### config.mk
export PLATFORM = sky130hd
export DESIGN_NAME = secure_remap_access_unit
export DESIGN_NICKNAME = d
export VERILOG_FILES = /design/src/core/secure_access_pkg.sv /design/src/core/secure_remap_access_unit.sv /design/src/core/unlock_window.sv
export SDC_FILE = /design/constraint.sdc
export NUM_CORES = 2
export LEC_CHECK = 0
export ABC_AREA = 1
export BUFFER_PORTS_ARGS = -buffer_cell sky130_fd_sc_hd__buf_2
export CAP_MARGIN = 40
export CORE_UTILIZATION = 60
export CTS_CLUSTER_DIAMETER = 120
export DETAILED_ROUTE_END_ITERATION = 16
export PLACE_DENSITY = 0.77
export SLEW_MARGIN = 20
export SYNTH_ARGS = -nofsm -noshare
export SYNTH_HDL_FRONTEND = slang
export SYNTH_SLANG_ARGS = --single-unit
### constraint.sdc
create_clock -name clk -period 4.1 [get_ports clk]
set_input_delay 0.615 -clock clk [delete_from_list [all_inputs] [get_ports clk]]
set_output_delay 0.615 -clock clk [all_outputs]
set_load 0.02 [all_outputs]
### src/core/secure_access_pkg.sv
/*
  Shared constants and carrier types of the secure remap access unit.
  Assumes a single 125 MHz clock and 32-bit register data on both ports.
*/
package secure_access_pkg;

  localparam int unsigned CLK_MHZ       = 125;
  localparam int unsigned ADDR_W        = 8;
  localparam int unsigned DATA_W        = 32;
  localparam int unsigned CYC_W         = 8;
  localparam int unsigned FLAG_W        = 8;
  localparam int unsigned MAX_CH        = 63;

  // Configuration port offsets
  localparam logic [7:0] OFS_CONTROL    = 8'h00;
  localparam logic [7:0] OFS_CONFIG     = 8'h04;
  localparam logic [7:0] OFS_CEN_HIGH   = 8'h08;
  localparam logic [7:0] OFS_CEN_LOW    = 8'h0C;
  localparam logic [7:0] OFS_STATUS     = 8'h10;
  localparam logic [7:0] OFS_IRQ_EN     = 8'h14;
  localparam logic [7:0] OFS_IRQ_DIS    = 8'h18;
  localparam logic [7:0] OFS_IRQ_MASK   = 8'h1C;
  localparam logic [7:0] OFS_IRQ_CLEAR  = 8'h20;
  localparam logic [7:0] OFS_PARAMETER  = 8'h24;

  // Channel port offset of the unlock port
  localparam logic [7:0] OFS_UNLOCK     = 8'hFC;

  // Control bits
  localparam int unsigned CTL_EN        = 0;
  localparam int unsigned CTL_DIS       = 1;
  localparam int unsigned CTL_SEN       = 2;
  localparam int unsigned CTL_SETUP_EXIT      = 3;
  localparam int unsigned CTL_BERREN    = 4;
  localparam int unsigned CTL_BERRDIS   = 5;

  // Configuration fields
  localparam int unsigned CFG_OPEN      = 16;
  localparam int unsigned CFG_CYC_LSB   = 8;
  localparam int unsigned CFG_KEY_LSB   = 0;

  // Unlock port fields
  localparam int unsigned UNL_KEY_LSB   = 8;
  localparam int unsigned UNL_CH_LSB    = 0;

  // Status bits
  localparam int unsigned ST_EXPIRED    = 0;
  localparam int unsigned ST_SUCCEEDED  = 1;
  localparam int unsigned ST_FAILED     = 2;
  localparam int unsigned ST_UNL_READ   = 3;
  localparam int unsigned ST_BAD_KEY    = 4;
  localparam int unsigned ST_REFUSED    = 5;
  localparam int unsigned ST_MST_ERR    = 6;
  localparam int unsigned ST_TGT_ERR    = 7;
  localparam int unsigned ST_ENABLED    = 8;
  localparam int unsigned ST_SETUP      = 9;
  localparam int unsigned ST_IDLE       = 10;

  localparam logic [31:0] STATUS_RESET  = 32'h0000_0400;
  localparam logic [7:0]  ERROR_MASK    = 8'hFD;
  localparam logic [15:0] TGT_HI_MIN    = 16'hFFFC;

  typedef struct packed {
    logic              wr;
    logic              rd;
    logic [ADDR_W-1:0] addr;
    logic [DATA_W-1:0] wdata;
  } cfg_req_t;

  typedef struct packed {
    logic              valid;
    logic              write;
    logic [ADDR_W-1:0] addr;
    logic [DATA_W-1:0] wdata;
  } ch_req_t;

  typedef struct packed {
    logic              ack;
    logic              err;
    logic [DATA_W-1:0] rdata;
  } ch_rsp_t;

  typedef struct packed {
    logic              req;
    logic              write;
    logic [DATA_W-1:0] addr;
    logic [DATA_W-1:0] wdata;
  } mst_req_t;

  typedef struct packed {
    logic              done;
    logic              err;
    logic [DATA_W-1:0] rdata;
  } mst_rsp_t;

endpackage

### src/core/secure_remap_access_unit.sv
/*
  Secure remap access unit: configuration registers, unlock handling,
  channel enables, sticky status and the remapping master port.
  Assumes one-cycle request pulses on the configuration and channel ports,
  and a master slave that answers each held request with one done pulse.
*/
// How it works
// - Control write with setup-exit one leaves setup mode; zero does nothing.
// - Control write with setup-enter one enters setup mode; zero does nothing.
// - Control write with disable one disables the unit; zero does nothing.
// - Control write with enable one enables the unit; zero does nothing.
// - Configuration bit 16 turns open mode on or off as written.
// - Unlocked channel stays open for the cycle count or one access.
// - Unlock takes effect only when its key equals the configured key.
// - High enable bit n enables channel n+32; bit 31 unused.
// - Low enable bit n enables channel n.
// - Idle bit is one after reset, low while a remapped access runs.
// - Setup status bit shows whether the unit is in setup mode.
// - Enabled status bit shows whether the unit is enabled.
// - Remap target written in setup outside 0xFFFC..0xFFFF upper sets target error.
// - Bus error on a master transfer sets the master error flag.
// - Unlock write while any error flag is set is aborted, sets refused.
// - Unlock write with a wrong key sets the bad key flag.
// - Reading the unlock port sets the unlock read flag.
// - Access to a locked or disabled channel sets the access failed flag.
// - One access through an unlocked channel sets the succeeded flag.
// - Event flags stay set until a one is written to interrupt clear.
// - Window lapsing without an access sets the expired flag.
// - All flags except succeeded block unlocking.
// - Interrupt request is high while a set flag has its mask bit set.
`timescale 1ns/1ps
module secure_remap_access_unit
  import secure_access_pkg::*;
#(
  parameter int unsigned NUM_CH = MAX_CH
) (
  input  wire logic          clk,
  input  wire logic          rst,
  input  wire cfg_req_t      cfgReq,
  output logic [DATA_W-1:0]  cfgRdata,
  input  wire ch_req_t       chReq,
  output ch_rsp_t            chRsp,
  output mst_req_t           mstReq,
  input  wire mst_rsp_t      mstRsp,
  output logic               irq
);

  // Busy while a remapped transfer waits on the slave
  typedef enum logic [0:0] {
    S_READY,
    S_MASTER
  } state_t;

  state_t             state_q;
  logic               enabled_q;
  logic               setup_q;
  logic               open_q;
  logic               berrEn_q;
  logic [CYC_W-1:0]   cycles_q;
  logic [7:0]         key_q;
  logic [30:0]        cenHigh_q;
  logic [31:0]        cenLow_q;
  logic [FLAG_W-1:0]  flags_q;
  logic [FLAG_W-1:0]  flags_d;
  logic [FLAG_W-1:0]  mask_q;
  logic               idle_q;
  logic [5:0]         unlockCh_q;
  logic [DATA_W-1:0]  target_q [NUM_CH];
  logic [62:0]        chanEnable;

  logic               take;
  logic               isUnlock;
  logic [5:0]         idx;
  logic               setupAcc;
  logic               unlockWr;
  logic               unlockRd;
  logic               chanAcc;
  logic               allowed;
  logic               goMaster;
  logic               failAcc;
  logic               refused;
  logic               badKey;
  logic               unlockOk;
  logic               tgtErr;
  logic               winActive;
  logic               winExpired;
  logic [FLAG_W-1:0]  flagSet;
  logic [FLAG_W-1:0]  flagClr;

  logic               cfgWr;
  logic               ctlWr;
  logic               confWr;
  logic               cenHighWr;
  logic               cenLowWr;
  logic               maskSetWr;
  logic               maskClrWr;
  logic               flagClrWr;
  logic [63:0]        chanOpen;

  // Register decode of the configuration port
  always_comb begin
    cfgWr     = cfgReq.wr;
    ctlWr     = cfgWr && (cfgReq.addr == OFS_CONTROL);
    confWr    = cfgWr && (cfgReq.addr == OFS_CONFIG);
    cenHighWr = cfgWr && (cfgReq.addr == OFS_CEN_HIGH);
    cenLowWr  = cfgWr && (cfgReq.addr == OFS_CEN_LOW);
    maskSetWr = cfgWr && (cfgReq.addr == OFS_IRQ_EN);
    maskClrWr = cfgWr && (cfgReq.addr == OFS_IRQ_DIS);
    flagClrWr = cfgWr && (cfgReq.addr == OFS_IRQ_CLEAR);
  end

  // Channel n+32 sits in the high register
  assign chanEnable = {cenHigh_q, cenLow_q};

  // Per-channel permission; channels past NUM_CH never open
  for (genvar n = 0; n < 64; n++) begin : g_chan
    if (n < NUM_CH) begin : g_real
      assign chanOpen[n] = chanEnable[n]
                           && (open_q || (winActive && unlockCh_q == 6'(n)));
    end else begin : g_none
      assign chanOpen[n] = 1'b0;
    end
  end

  always_comb begin
    take     = (state_q == S_READY) && chReq.valid;
    isUnlock = (chReq.addr == OFS_UNLOCK);
    idx      = chReq.addr[7:2];
    setupAcc = take && setup_q && !isUnlock;
    unlockRd = take && isUnlock && !chReq.write;
    unlockWr = take && !setup_q && isUnlock && chReq.write;
    chanAcc  = take && !setup_q && !isUnlock;
    allowed  = enabled_q && chanOpen[idx];
    goMaster = chanAcc && allowed;
    failAcc  = chanAcc && !allowed;
    // Refusal is judged before the key, so a refused write never flags a bad key
    refused  = unlockWr && |(flags_q & ERROR_MASK);
    badKey   = unlockWr && !refused
               && (chReq.wdata[UNL_KEY_LSB +: 8] != key_q);
    unlockOk = unlockWr && !refused && !badKey;
    tgtErr   = setupAcc && chReq.write
               && (chReq.wdata[31:16] < TGT_HI_MIN);
  end

  // Any channel access, allowed or not, closes an open window
  unlock_window #(
    .CNT_W (CYC_W)
  ) u_window (
    .clk     (clk),
    .rst     (rst),
    .start   (unlockOk),
    .cycles  (cycles_q),
    .consume (chanAcc),
    .active  (winActive),
    .expired (winExpired)
  );

  // Unit control and configuration
  // Disable wins over enable, setup exit over enter
  always_ff @(posedge clk) begin
    if (rst) begin
      enabled_q <= 1'b0;
      setup_q   <= 1'b0;
      berrEn_q  <= 1'b0;
    end else if (ctlWr) begin
      if (cfgReq.wdata[CTL_DIS]) begin
        enabled_q <= 1'b0;
      end else if (cfgReq.wdata[CTL_EN]) begin
        enabled_q <= 1'b1;
      end
      if (cfgReq.wdata[CTL_SETUP_EXIT]) begin
        setup_q <= 1'b0;
      end else if (cfgReq.wdata[CTL_SEN]) begin
        setup_q <= 1'b1;
      end
      if (cfgReq.wdata[CTL_BERRDIS]) begin
        berrEn_q <= 1'b0;
      end else if (cfgReq.wdata[CTL_BERREN]) begin
        berrEn_q <= 1'b1;
      end
    end
  end

  always_ff @(posedge clk) begin
    if (rst) begin
      open_q   <= 1'b0;
      cycles_q <= '0;
      key_q    <= '0;
    end else if (confWr) begin
      open_q   <= cfgReq.wdata[CFG_OPEN];
      cycles_q <= cfgReq.wdata[CFG_CYC_LSB +: CYC_W];
      key_q    <= cfgReq.wdata[CFG_KEY_LSB +: 8];
    end
  end

  always_ff @(posedge clk) begin
    if (rst) begin
      cenHigh_q <= '0;
      cenLow_q  <= '0;
    end else if (cfgWr) begin
      // Bit 31 of the high register is not stored and reads back as zero
      if (cenHighWr) begin
        cenHigh_q <= cfgReq.wdata[30:0];
      end
      if (cenLowWr) begin
        cenLow_q <= cfgReq.wdata;
      end
    end
  end

  // Interrupt mask
  always_ff @(posedge clk) begin
    if (rst) begin
      mask_q <= '0;
    end else if (maskSetWr) begin
      mask_q <= mask_q | cfgReq.wdata[FLAG_W-1:0];
    end else if (maskClrWr) begin
      mask_q <= mask_q & ~cfgReq.wdata[FLAG_W-1:0];
    end
  end

  // Sticky flags; a new event wins over a clear in the same cycle
  always_comb begin
    flagSet               = '0;
    flagSet[ST_EXPIRED]   = winExpired && !chanAcc;
    flagSet[ST_SUCCEEDED] = goMaster;
    flagSet[ST_FAILED]    = failAcc;
    flagSet[ST_UNL_READ]  = unlockRd;
    flagSet[ST_BAD_KEY]   = badKey;
    flagSet[ST_REFUSED]   = refused;
    flagSet[ST_MST_ERR]   = (state_q == S_MASTER) && mstRsp.done && mstRsp.err;
    flagSet[ST_TGT_ERR]   = tgtErr;
    flagClr = '0;
    if (flagClrWr) begin
      flagClr = cfgReq.wdata[FLAG_W-1:0];
    end
    flags_d = (flags_q & ~flagClr) | flagSet;
  end

  always_ff @(posedge clk) begin
    if (rst) begin
      flags_q <= '0;
    end else begin
      flags_q <= flags_d;
    end
  end

  always_ff @(posedge clk) begin
    if (rst) begin
      irq <= 1'b0;
    end else begin
      irq <= |(flags_q & mask_q);
    end
  end

  // Unlocked channel number
  always_ff @(posedge clk) begin
    if (rst) begin
      unlockCh_q <= '0;
    end else if (unlockOk) begin
      unlockCh_q <= chReq.wdata[UNL_CH_LSB +: 6];
    end
  end

  // Remap target store, written and read in setup mode
  // Values are kept as written, legal or not
  always_ff @(posedge clk) begin
    if (setupAcc && chReq.write && 32'(idx) < NUM_CH) begin
      target_q[idx] <= chReq.wdata;
    end
  end

  // Idle drops for the whole remapped transfer
  always_ff @(posedge clk) begin
    if (rst) begin
      idle_q <= 1'b1;
    end else if (goMaster) begin
      idle_q <= 1'b0;
    end else if ((state_q == S_MASTER) && mstRsp.done) begin
      idle_q <= 1'b1;
    end
  end

  // Channel access sequencing and master port
  // Bus error answers only when enabled; otherwise every access ends cleanly
  always_ff @(posedge clk) begin
    if (rst) begin
      state_q <= S_READY;
      chRsp   <= '0;
      mstReq  <= '0;
    end else begin
      chRsp.ack <= 1'b0;
      chRsp.err <= 1'b0;
      case (state_q)
        S_READY: begin
          if (goMaster) begin
            state_q       <= S_MASTER;
            mstReq.req    <= 1'b1;
            mstReq.write  <= chReq.write;
            mstReq.addr   <= target_q[idx];
            mstReq.wdata  <= chReq.wdata;
          end else if (take) begin
            chRsp.ack   <= 1'b1;
            chRsp.err   <= berrEn_q && (unlockRd || failAcc);
            chRsp.rdata <= '0;
            if (setupAcc && !chReq.write && 32'(idx) < NUM_CH) begin
              chRsp.rdata <= target_q[idx];
            end
          end
        end
        S_MASTER: begin
          if (mstRsp.done) begin
            state_q     <= S_READY;
            mstReq.req  <= 1'b0;
            chRsp.ack   <= 1'b1;
            chRsp.err   <= berrEn_q && mstRsp.err;
            chRsp.rdata <= mstRsp.rdata;
          end
        end
        default: begin
          state_q    <= S_READY;
          mstReq.req <= 1'b0;
        end
      endcase
    end
  end

  // Configuration read data, valid the cycle after the read pulse
  always_ff @(posedge clk) begin
    if (rst) begin
      cfgRdata <= '0;
    end else if (cfgReq.rd) begin
      case (cfgReq.addr)
        OFS_CEN_HIGH:  cfgRdata <= {1'b0, cenHigh_q};
        OFS_CEN_LOW:   cfgRdata <= cenLow_q;
        OFS_STATUS:    cfgRdata <= {21'h0, idle_q, setup_q, enabled_q, flags_q};
        OFS_IRQ_MASK:  cfgRdata <= {24'h0, mask_q};
        OFS_PARAMETER: cfgRdata <= NUM_CH;
        default:       cfgRdata <= '0;
      endcase
    end
  end

endmodule

### src/core/unlock_window.sv
/*
  Unlock window timer: holds a channel open for a programmed number of cycles.
  Assumes start and consume are one-cycle pulses on the unit clock.
*/
`timescale 1ns/1ps
module unlock_window
  import secure_access_pkg::*;
#(
  parameter int unsigned CNT_W = CYC_W
) (
  input  wire logic             clk,
  input  wire logic             rst,
  input  wire logic             start,
  input  wire logic [CNT_W-1:0] cycles,
  input  wire logic             consume,
  output logic                  active,
  output logic                  expired
);

  logic [CNT_W-1:0] count_q;

  always_ff @(posedge clk) begin
    if (rst) begin
      count_q <= '0;
      active  <= 1'b0;
      expired <= 1'b0;
    end else begin
      expired <= 1'b0;
      if (start) begin
        count_q <= cycles;
        active  <= (cycles != '0);
        expired <= (cycles == '0);
      end else if (active) begin
        if (consume) begin
          active <= 1'b0;
        end else if (count_q <= CNT_W'(1)) begin
          active  <= 1'b0;
          expired <= 1'b1;
        end else begin
          count_q <= count_q - CNT_W'(1);
        end
      end
    end
  end

endmodule

**After elaboration in Yosys (flattened, before gate mapping)**

Memories as Yosys holds them, arrays and structs flattened.
Cells that the tools add are included.

- Flip-flop bits (word level): 250
- Bits in writable memories: 2016
- Input port bits: 120
- Output and inout bits: 133
- Logic and storage cells: 408
- Memories kept: 1

Memory list:

| memory | depth | width | read ports | clocked after Yosys merged registers in | write ports | RTL line | source |
|---|---|---|---|---|---|---|---|
| target_q | 63 | 32 | 1 | 0 | 1 | secure_remap_access_unit.sv:68 | `logic [DATA_W-1:0] target_q [NUM_CH];` |

- Add/sub/neg operators: 1
- Magnitude comparators: 4
- Eq/ne operators: 79
- Multiplexer cells: 39
- Bitwise operators: 8
- Reduce and logical (&&, ||, !) cells: 251

Operator list:

| cell | count |
|---|---|
| equality test 6 bit (second input constant) | 31 |
| case mux 32 bit (5 select lines) | 1 |
| logical AND 1 bit | 159 |
| 2-to-1 mux 34 bit | 3 |
| equality test 6 x 5 -> 1 bit (second input constant) | 16 |
| case mux 34 bit (2 select lines) | 1 |
| 2-to-1 mux 66 bit | 1 |
| logical OR 1 bit | 64 |
| 2-to-1 mux 8 bit | 7 |
| equality test 6 x 4 -> 1 bit (second input constant) | 8 |
| equality test 8 x 5 -> 1 bit (second input constant) | 4 |
| 2-to-1 mux 32 bit | 1 |
| bitwise AND 8 bit | 3 |
| equality test 6 x 3 -> 1 bit (second input constant) | 4 |
| 2-to-1 mux 1 bit | 22 |
| equality test 8 x 4 -> 1 bit (second input constant) | 2 |
| equality test 8 x 6 -> 1 bit (second input constant) | 2 |
| zero test 8 bit | 2 |
| less-than comparator 16 bit (second input constant) | 1 |
| NOT 8 bit | 2 |
| bitwise OR 8 bit | 2 |
| AND reduction 2 bit | 7 |
| equality test 6 x 2 -> 1 bit (second input constant) | 2 |
| nonzero test 2 bit | 6 |
| other kinds (19) | 31 |

**Logic depth before layout (Yosys ltp)**

- Word-level depth: 14
- Depth in mapped cells: 18
- Gate-level depth less buffers: 17

**By module**

A second synthesis with hierarchy kept.

- Cell total of the unflattened synthesis: 6605
- Area, all modules: 85977.5 um2

Modules (own cells, without submodules):

| module | instances | cells each | area an instance (um2) | seq. area each (um2) |
|---|---|---|---|---|
| secure_remap_access_unit | 1 | 6485 | 85276.8 | 65342.7 |
| unlock_window | 1 | 120 | 700.7 | 200.2 |

**Least setup slack after synthesis**

No wires, ideal clock.

- Path kind: in2reg
- Start: input chReq[34] (netlist name)
- End: memory target_q[17][0], enable pin
- Library setup time: 0.421 ns
- Arrival time: 3.258 ns
- Data required time: 3.679 ns
- Path slack: 0.421 ns
- Stages: 8
- Buffers on the path: 4
- Cell sequence: buf_2 inv_2 nor2_1 buf_2 buf_2 buf_1 nand2_1 nor2_1

- Cells in the longest elaborated chain, start to end: 7
- Elaborated cells on any way between the ends: 8
- Classes of those cells: order compare (1); eq/ne (1); mux (2); reduce/logical (4)

RTL lines:

| element | RTL line | source |
|---|---|---|
| start, declared | secure_remap_access_unit.sv:41 | `input wire ch_req_t chReq,` |
| branches (longest 7 deep; another with less-than comparator 6 bit) | - |  |
| end, declared | secure_remap_access_unit.sv:68 |  |

Several ways; the timed one is not identified.

**Worst setup path after layout**

- Start: register open_q
- End: register mstReq[25] (netlist name)

- Cells in the longest elaborated chain, start to end: 7
- Elaborated cells on any way between the ends: 131
- Classes of those cells: mux (2); reduce/logical (129)

RTL lines:

| element | RTL line | source |
|---|---|---|
| start, declared | secure_remap_access_unit.sv:57 | `logic open_q;` |
| start signal, assigned | secure_remap_access_unit.sv:190 | `open_q <= cfgReq.wdata[CFG_OPEN];` |
| logical OR 1 bit | secure_remap_access_unit.sv:119 | `&& (open_q \|\| (winActive && unlockCh_q == 6'(n)));` |
| logical AND 1 bit | secure_remap_access_unit.sv:119 |  |
| binary-select mux 1 bit (select 6 bit) (*) | secure_remap_access_unit.sv:133 | `allowed = enabled_q && chanOpen[idx];` |
| 2-to-1 mux 1 bit (not written as such) (*) | secure_remap_access_unit.sv:133 |  |
| logical AND 1 bit (*) | secure_remap_access_unit.sv:133 |  |
| logical AND 1 bit (*) | secure_remap_access_unit.sv:134 | `goMaster = chanAcc && allowed;` |
| AND reduction 2 bit (no source line) (*) | - |  |
| end, declared | secure_remap_access_unit.sv:43 | `output mst_req_t mstReq,` |

Every way passes the cells marked *; elsewhere a longest branch is shown, timed or not. The select of a mux whose other input is x is not followed.
A chain may end at the register's enable or synchronous reset.

==> results.yml <==
synth:
  yosysUniqueCellTypes: 42
  synth.top_cell.area_share_pct: 70.71
  synth_area_um2: 85620
  async_flop_share_pct: 0
  ys.flop_type: "edfxtp_1"
  synthTopCellsByCount: "edfxtp_1 (2,016), nand2_1 (1,852), o21ai_0 (306)"
  synth_area_leader_cell: "edfxtp_1"
  synthCells: 6539
  synth-seq-area-share_pct: 76.55
  synth_seq_cells: 2266
  avgSynthCellArea_um2: 13.09
  synth.most_common_cell: "edfxtp_1"
  synth_area_leaders: "edfxtp_1 (71%), nand2_1 (8.1%), dfxtp_1 (5.8%)"
  synth_fp_nets: 6661
  ys.warnings.count: 0
  synth_edf_count: 2016
min_path:
  hp-class: "primary input to flop"
cts:
  cts_setup_buffers: 0
  cts_buffers: 207
  cts_root_buffer: "clkbuf_16"
  clk-insertion-delay-late_ps: 860
  clkTransAtPathRegs_ps: 70
  clockBufferDepth: 3
  cts.sinks: 2266
  htree_levels: 4
  cts_tree: "done"
global_routing:
  grt_pass1_wl_um: 385800
  grt_max_degree: 79
  grt_pass1_vias: 56722
  grtUsageTotal_pct: 37.23
  antenna_found_initial: 14
  grt.overflow.total: 0
pwr:
  seqPwrFrac_pct: 54.6
  p_total_mw: 45.96
  comb_power_share_pct: 4.9
  p_leak_nw: 34.09
  p_sw_share_pct: 21.86
  power_switching_mw: 10.04
  power_per_cell_area_nw_per_um2: 463.7
  pwr-share-clk_pct: 40.5
  intPower_mw: 35.91
  vdd_drop_max_mv: 0.4777
status:
  outcome: "complete, no violations"
floorplanning:
  ios: 253
  die_x_um: 379.8
  rows: 138
  core_area_um2: 141600
  start_util_pct: 60.47
  fp.dieH_um: 379.8
  die_area_um2: 144200
critical_path:
  r2r-start: "open_q$_SDFFE_PP0P_"
  worstPathArrival_ps: 4010
  crit_start: "open_q$_SDFFE_PP0P_"
  rr_endpoint: "mstReq[25]$_SDFFE_PP0P_"
  endpoint: "mstReq[25]$_SDFFE_PP0P_"
  rr_worst_depth: 15
  reg2reg_slack_ps: 850
  critPathKind: "flop to flop"
  end_kind: "flop"
  start_kind: "flop"
  critPathMaxFanout: 34
  required_ps: 4860
timing:
  maxClockFrequency_mhz: 307.9
  final-setup-viol-count: 0
  setup_slack_ps: 852.1
  fin_tns_setup_ps: 0
  final-hold-violation-count: 0
  slew_headroom_pct: 33.85
  fin_crit_sh_pct: 79.22
  fin_skew_ps: 56.95
  worst_slew_pin_slew_ps: 981.9
  layout_min_cycle_time_ps: 3248
  grt_setup_unrepaired: "no"
  slew_viol_final: 0
placed_design:
  globalplace.congestion: 0.9558
  place_hpwl_um: 168400
  dpl_cell_area_um2: 92450
  preCtsSetupSlack_ps: 118.2
  port_buffers: 252
finish:
  area_growth_pct: 15.76
  multi_input_area_um2: 18200
  final_area_um2: 99110
  drive_gt1_share_pct: 13.97
  final_util_pct: 70.00
  regArea_um2: 65540
  fin_nets: 7170
  fillers: 8980
routing:
  wirelength_um: 272000
  drt_iter0_drc: 10458
  route.vias.total: 59565
  antenna_left: 0
  vias_per_cell: 6.533
  drt-pass1-iter-count: 9
  wl_per_cell_um: 29.83
  drc: 0
flow_run:
  drv_cap: 0
## kinds of logic after synthesis
family | after synthesis | share of synthesized area [%]
XOR/XNOR | 10 | 0.1023
flip-flops | 2266 | 76.55
adder cells (fa/ha/maj) | 2 | 0.02922
AND/OR/NAND/NOR | 2584 | 12.40
AO/OA/AOI/OAI | 1076 | 8.032
buffers and inverters | 601 | 2.882
## worst max-delay path, cell delays in order (launching register included)
cell     delay [ps]
dfxtp_1         320
inv_1           550
nand2_1         330
nand2_1         190
nand2_1          60
a21oi_1         150
nor2_1           60
nand2_1         100
nand2_1          70
nand3_1         110
nor2_1           60
nand3_2         110
buf_4           250
buf_4           390
nand2_1         130
a21oi_1         290
## per-stage QoR
step / std cells / hold WS (ps)
floorplan: 6539 / 432.1
global placement: 8709 / 444.3
detailed placement: 8718 / 446.6
CTS: 9098 / 2.157
global route: 9106 / 22.70
finish: 9117 / 52.39
## final cells by class
cell class | instances | share of cell area, %
Sequential cell | 2266 | 66.13
Multi-Input combinational cell | 3672 | 18.36
Clock buffer | 257 | 5.501
Timing Repair Buffer | 625 | 5.492
Tap cell | 1890 | 2.386
Clock inverter | 120 | 1.055
Inverter | 276 | 1.045
Antenna cell | 11 | 0.02777
## how the worst min path moves through the flow
stage / start / cells after the start / slack, ps / to
after global placement: chRsp[0]$_SDFFE_PP0P_ / 2 / 440 / chRsp[0]$_SDFFE_PP0P_
after detailed placement: mstReq[65]$_SDFFE_PP0P_ / 2 / 450 / mstReq[65]$_SDFFE_PP0P_
after global routing: cfgReq[31] / 3 / 20 / cenLow_q[31]$_SDFFE_PP0P_
after floorplan: berrEn_q$_SDFFE_PP0P_ / 2 / 430 / chRsp[32]$_SDFF_PP0_
after CTS: cfgReq[31] / 3 / 2 / cenLow_q[31]$_SDFFE_PP0P_
final: cfgReq[31] / 3 / 50 / cenLow_q[31]$_SDFFE_PP0P_
## flip-flops by register name, indices dropped and copies added (netlist names), 6 cells and up, named ones only
name,cells
cycles_q,8
cfgRdata,32
unlockCh_q,6
flags_q,8
target_q,2016
cenHigh_q,31
chRsp,34
cenLow_q,32
u_window.count_q,8
key_q,8
mstReq,66
## routing by layer
metal | GRT usage [%] | wire [um]
met1 | 49.13 | 92670
met2 | 56.36 | 121100
met3 | 10.83 | 41740
met4 | 19.65 | 16380
met5 | 0 | 69
## layout by cell type, fill, tap and decap left out, types with 50 or more instances in the layout
| master | Yosys | routed |
|---|---|---|
| nor2_1 | 293 | 223 |
| a22o_1 | 109 | 109 |
| a22oi_1 | 207 | 207 |
| buf_12 | 0 | 103 |
| inv_1 | 267 | 266 |
| o21ai_0 | 306 | 306 |
| nand4_1 | 257 | 257 |
| nor2_4 | 0 | 73 |
| buf_2 | 133 | 256 |
| clkinv_1 | 1 | 50 |
| a21oi_1 | 271 | 271 |
| nand2_1 | 1852 | 1849 |
| dfxtp_1 | 250 | 250 |
| edfxtp_1 | 2016 | 2016 |
| buf_4 | 0 | 257 |
| clkbuf_16 | 0 | 209 |
| nand3_1 | 136 | 136 |
## what timing repair did
action	CTS	global route
hold buffers	3	0
resized for setup	0	0
hold endpoints to repair	3	0
## power by group through the flow
stage	clock network [mW]	logic [mW]	registers (mW)
after detailed placement	0	2.12	25.6
after global placement	0	2.07	25.6
final	18.6	2.25	25.1
after CTS	18.6	2.14	25.1
after floorplan	0	0.796	25.6
after global routing	19.4	2.30	25.1
Note: power is estimated with default switching activity, not from simulation.
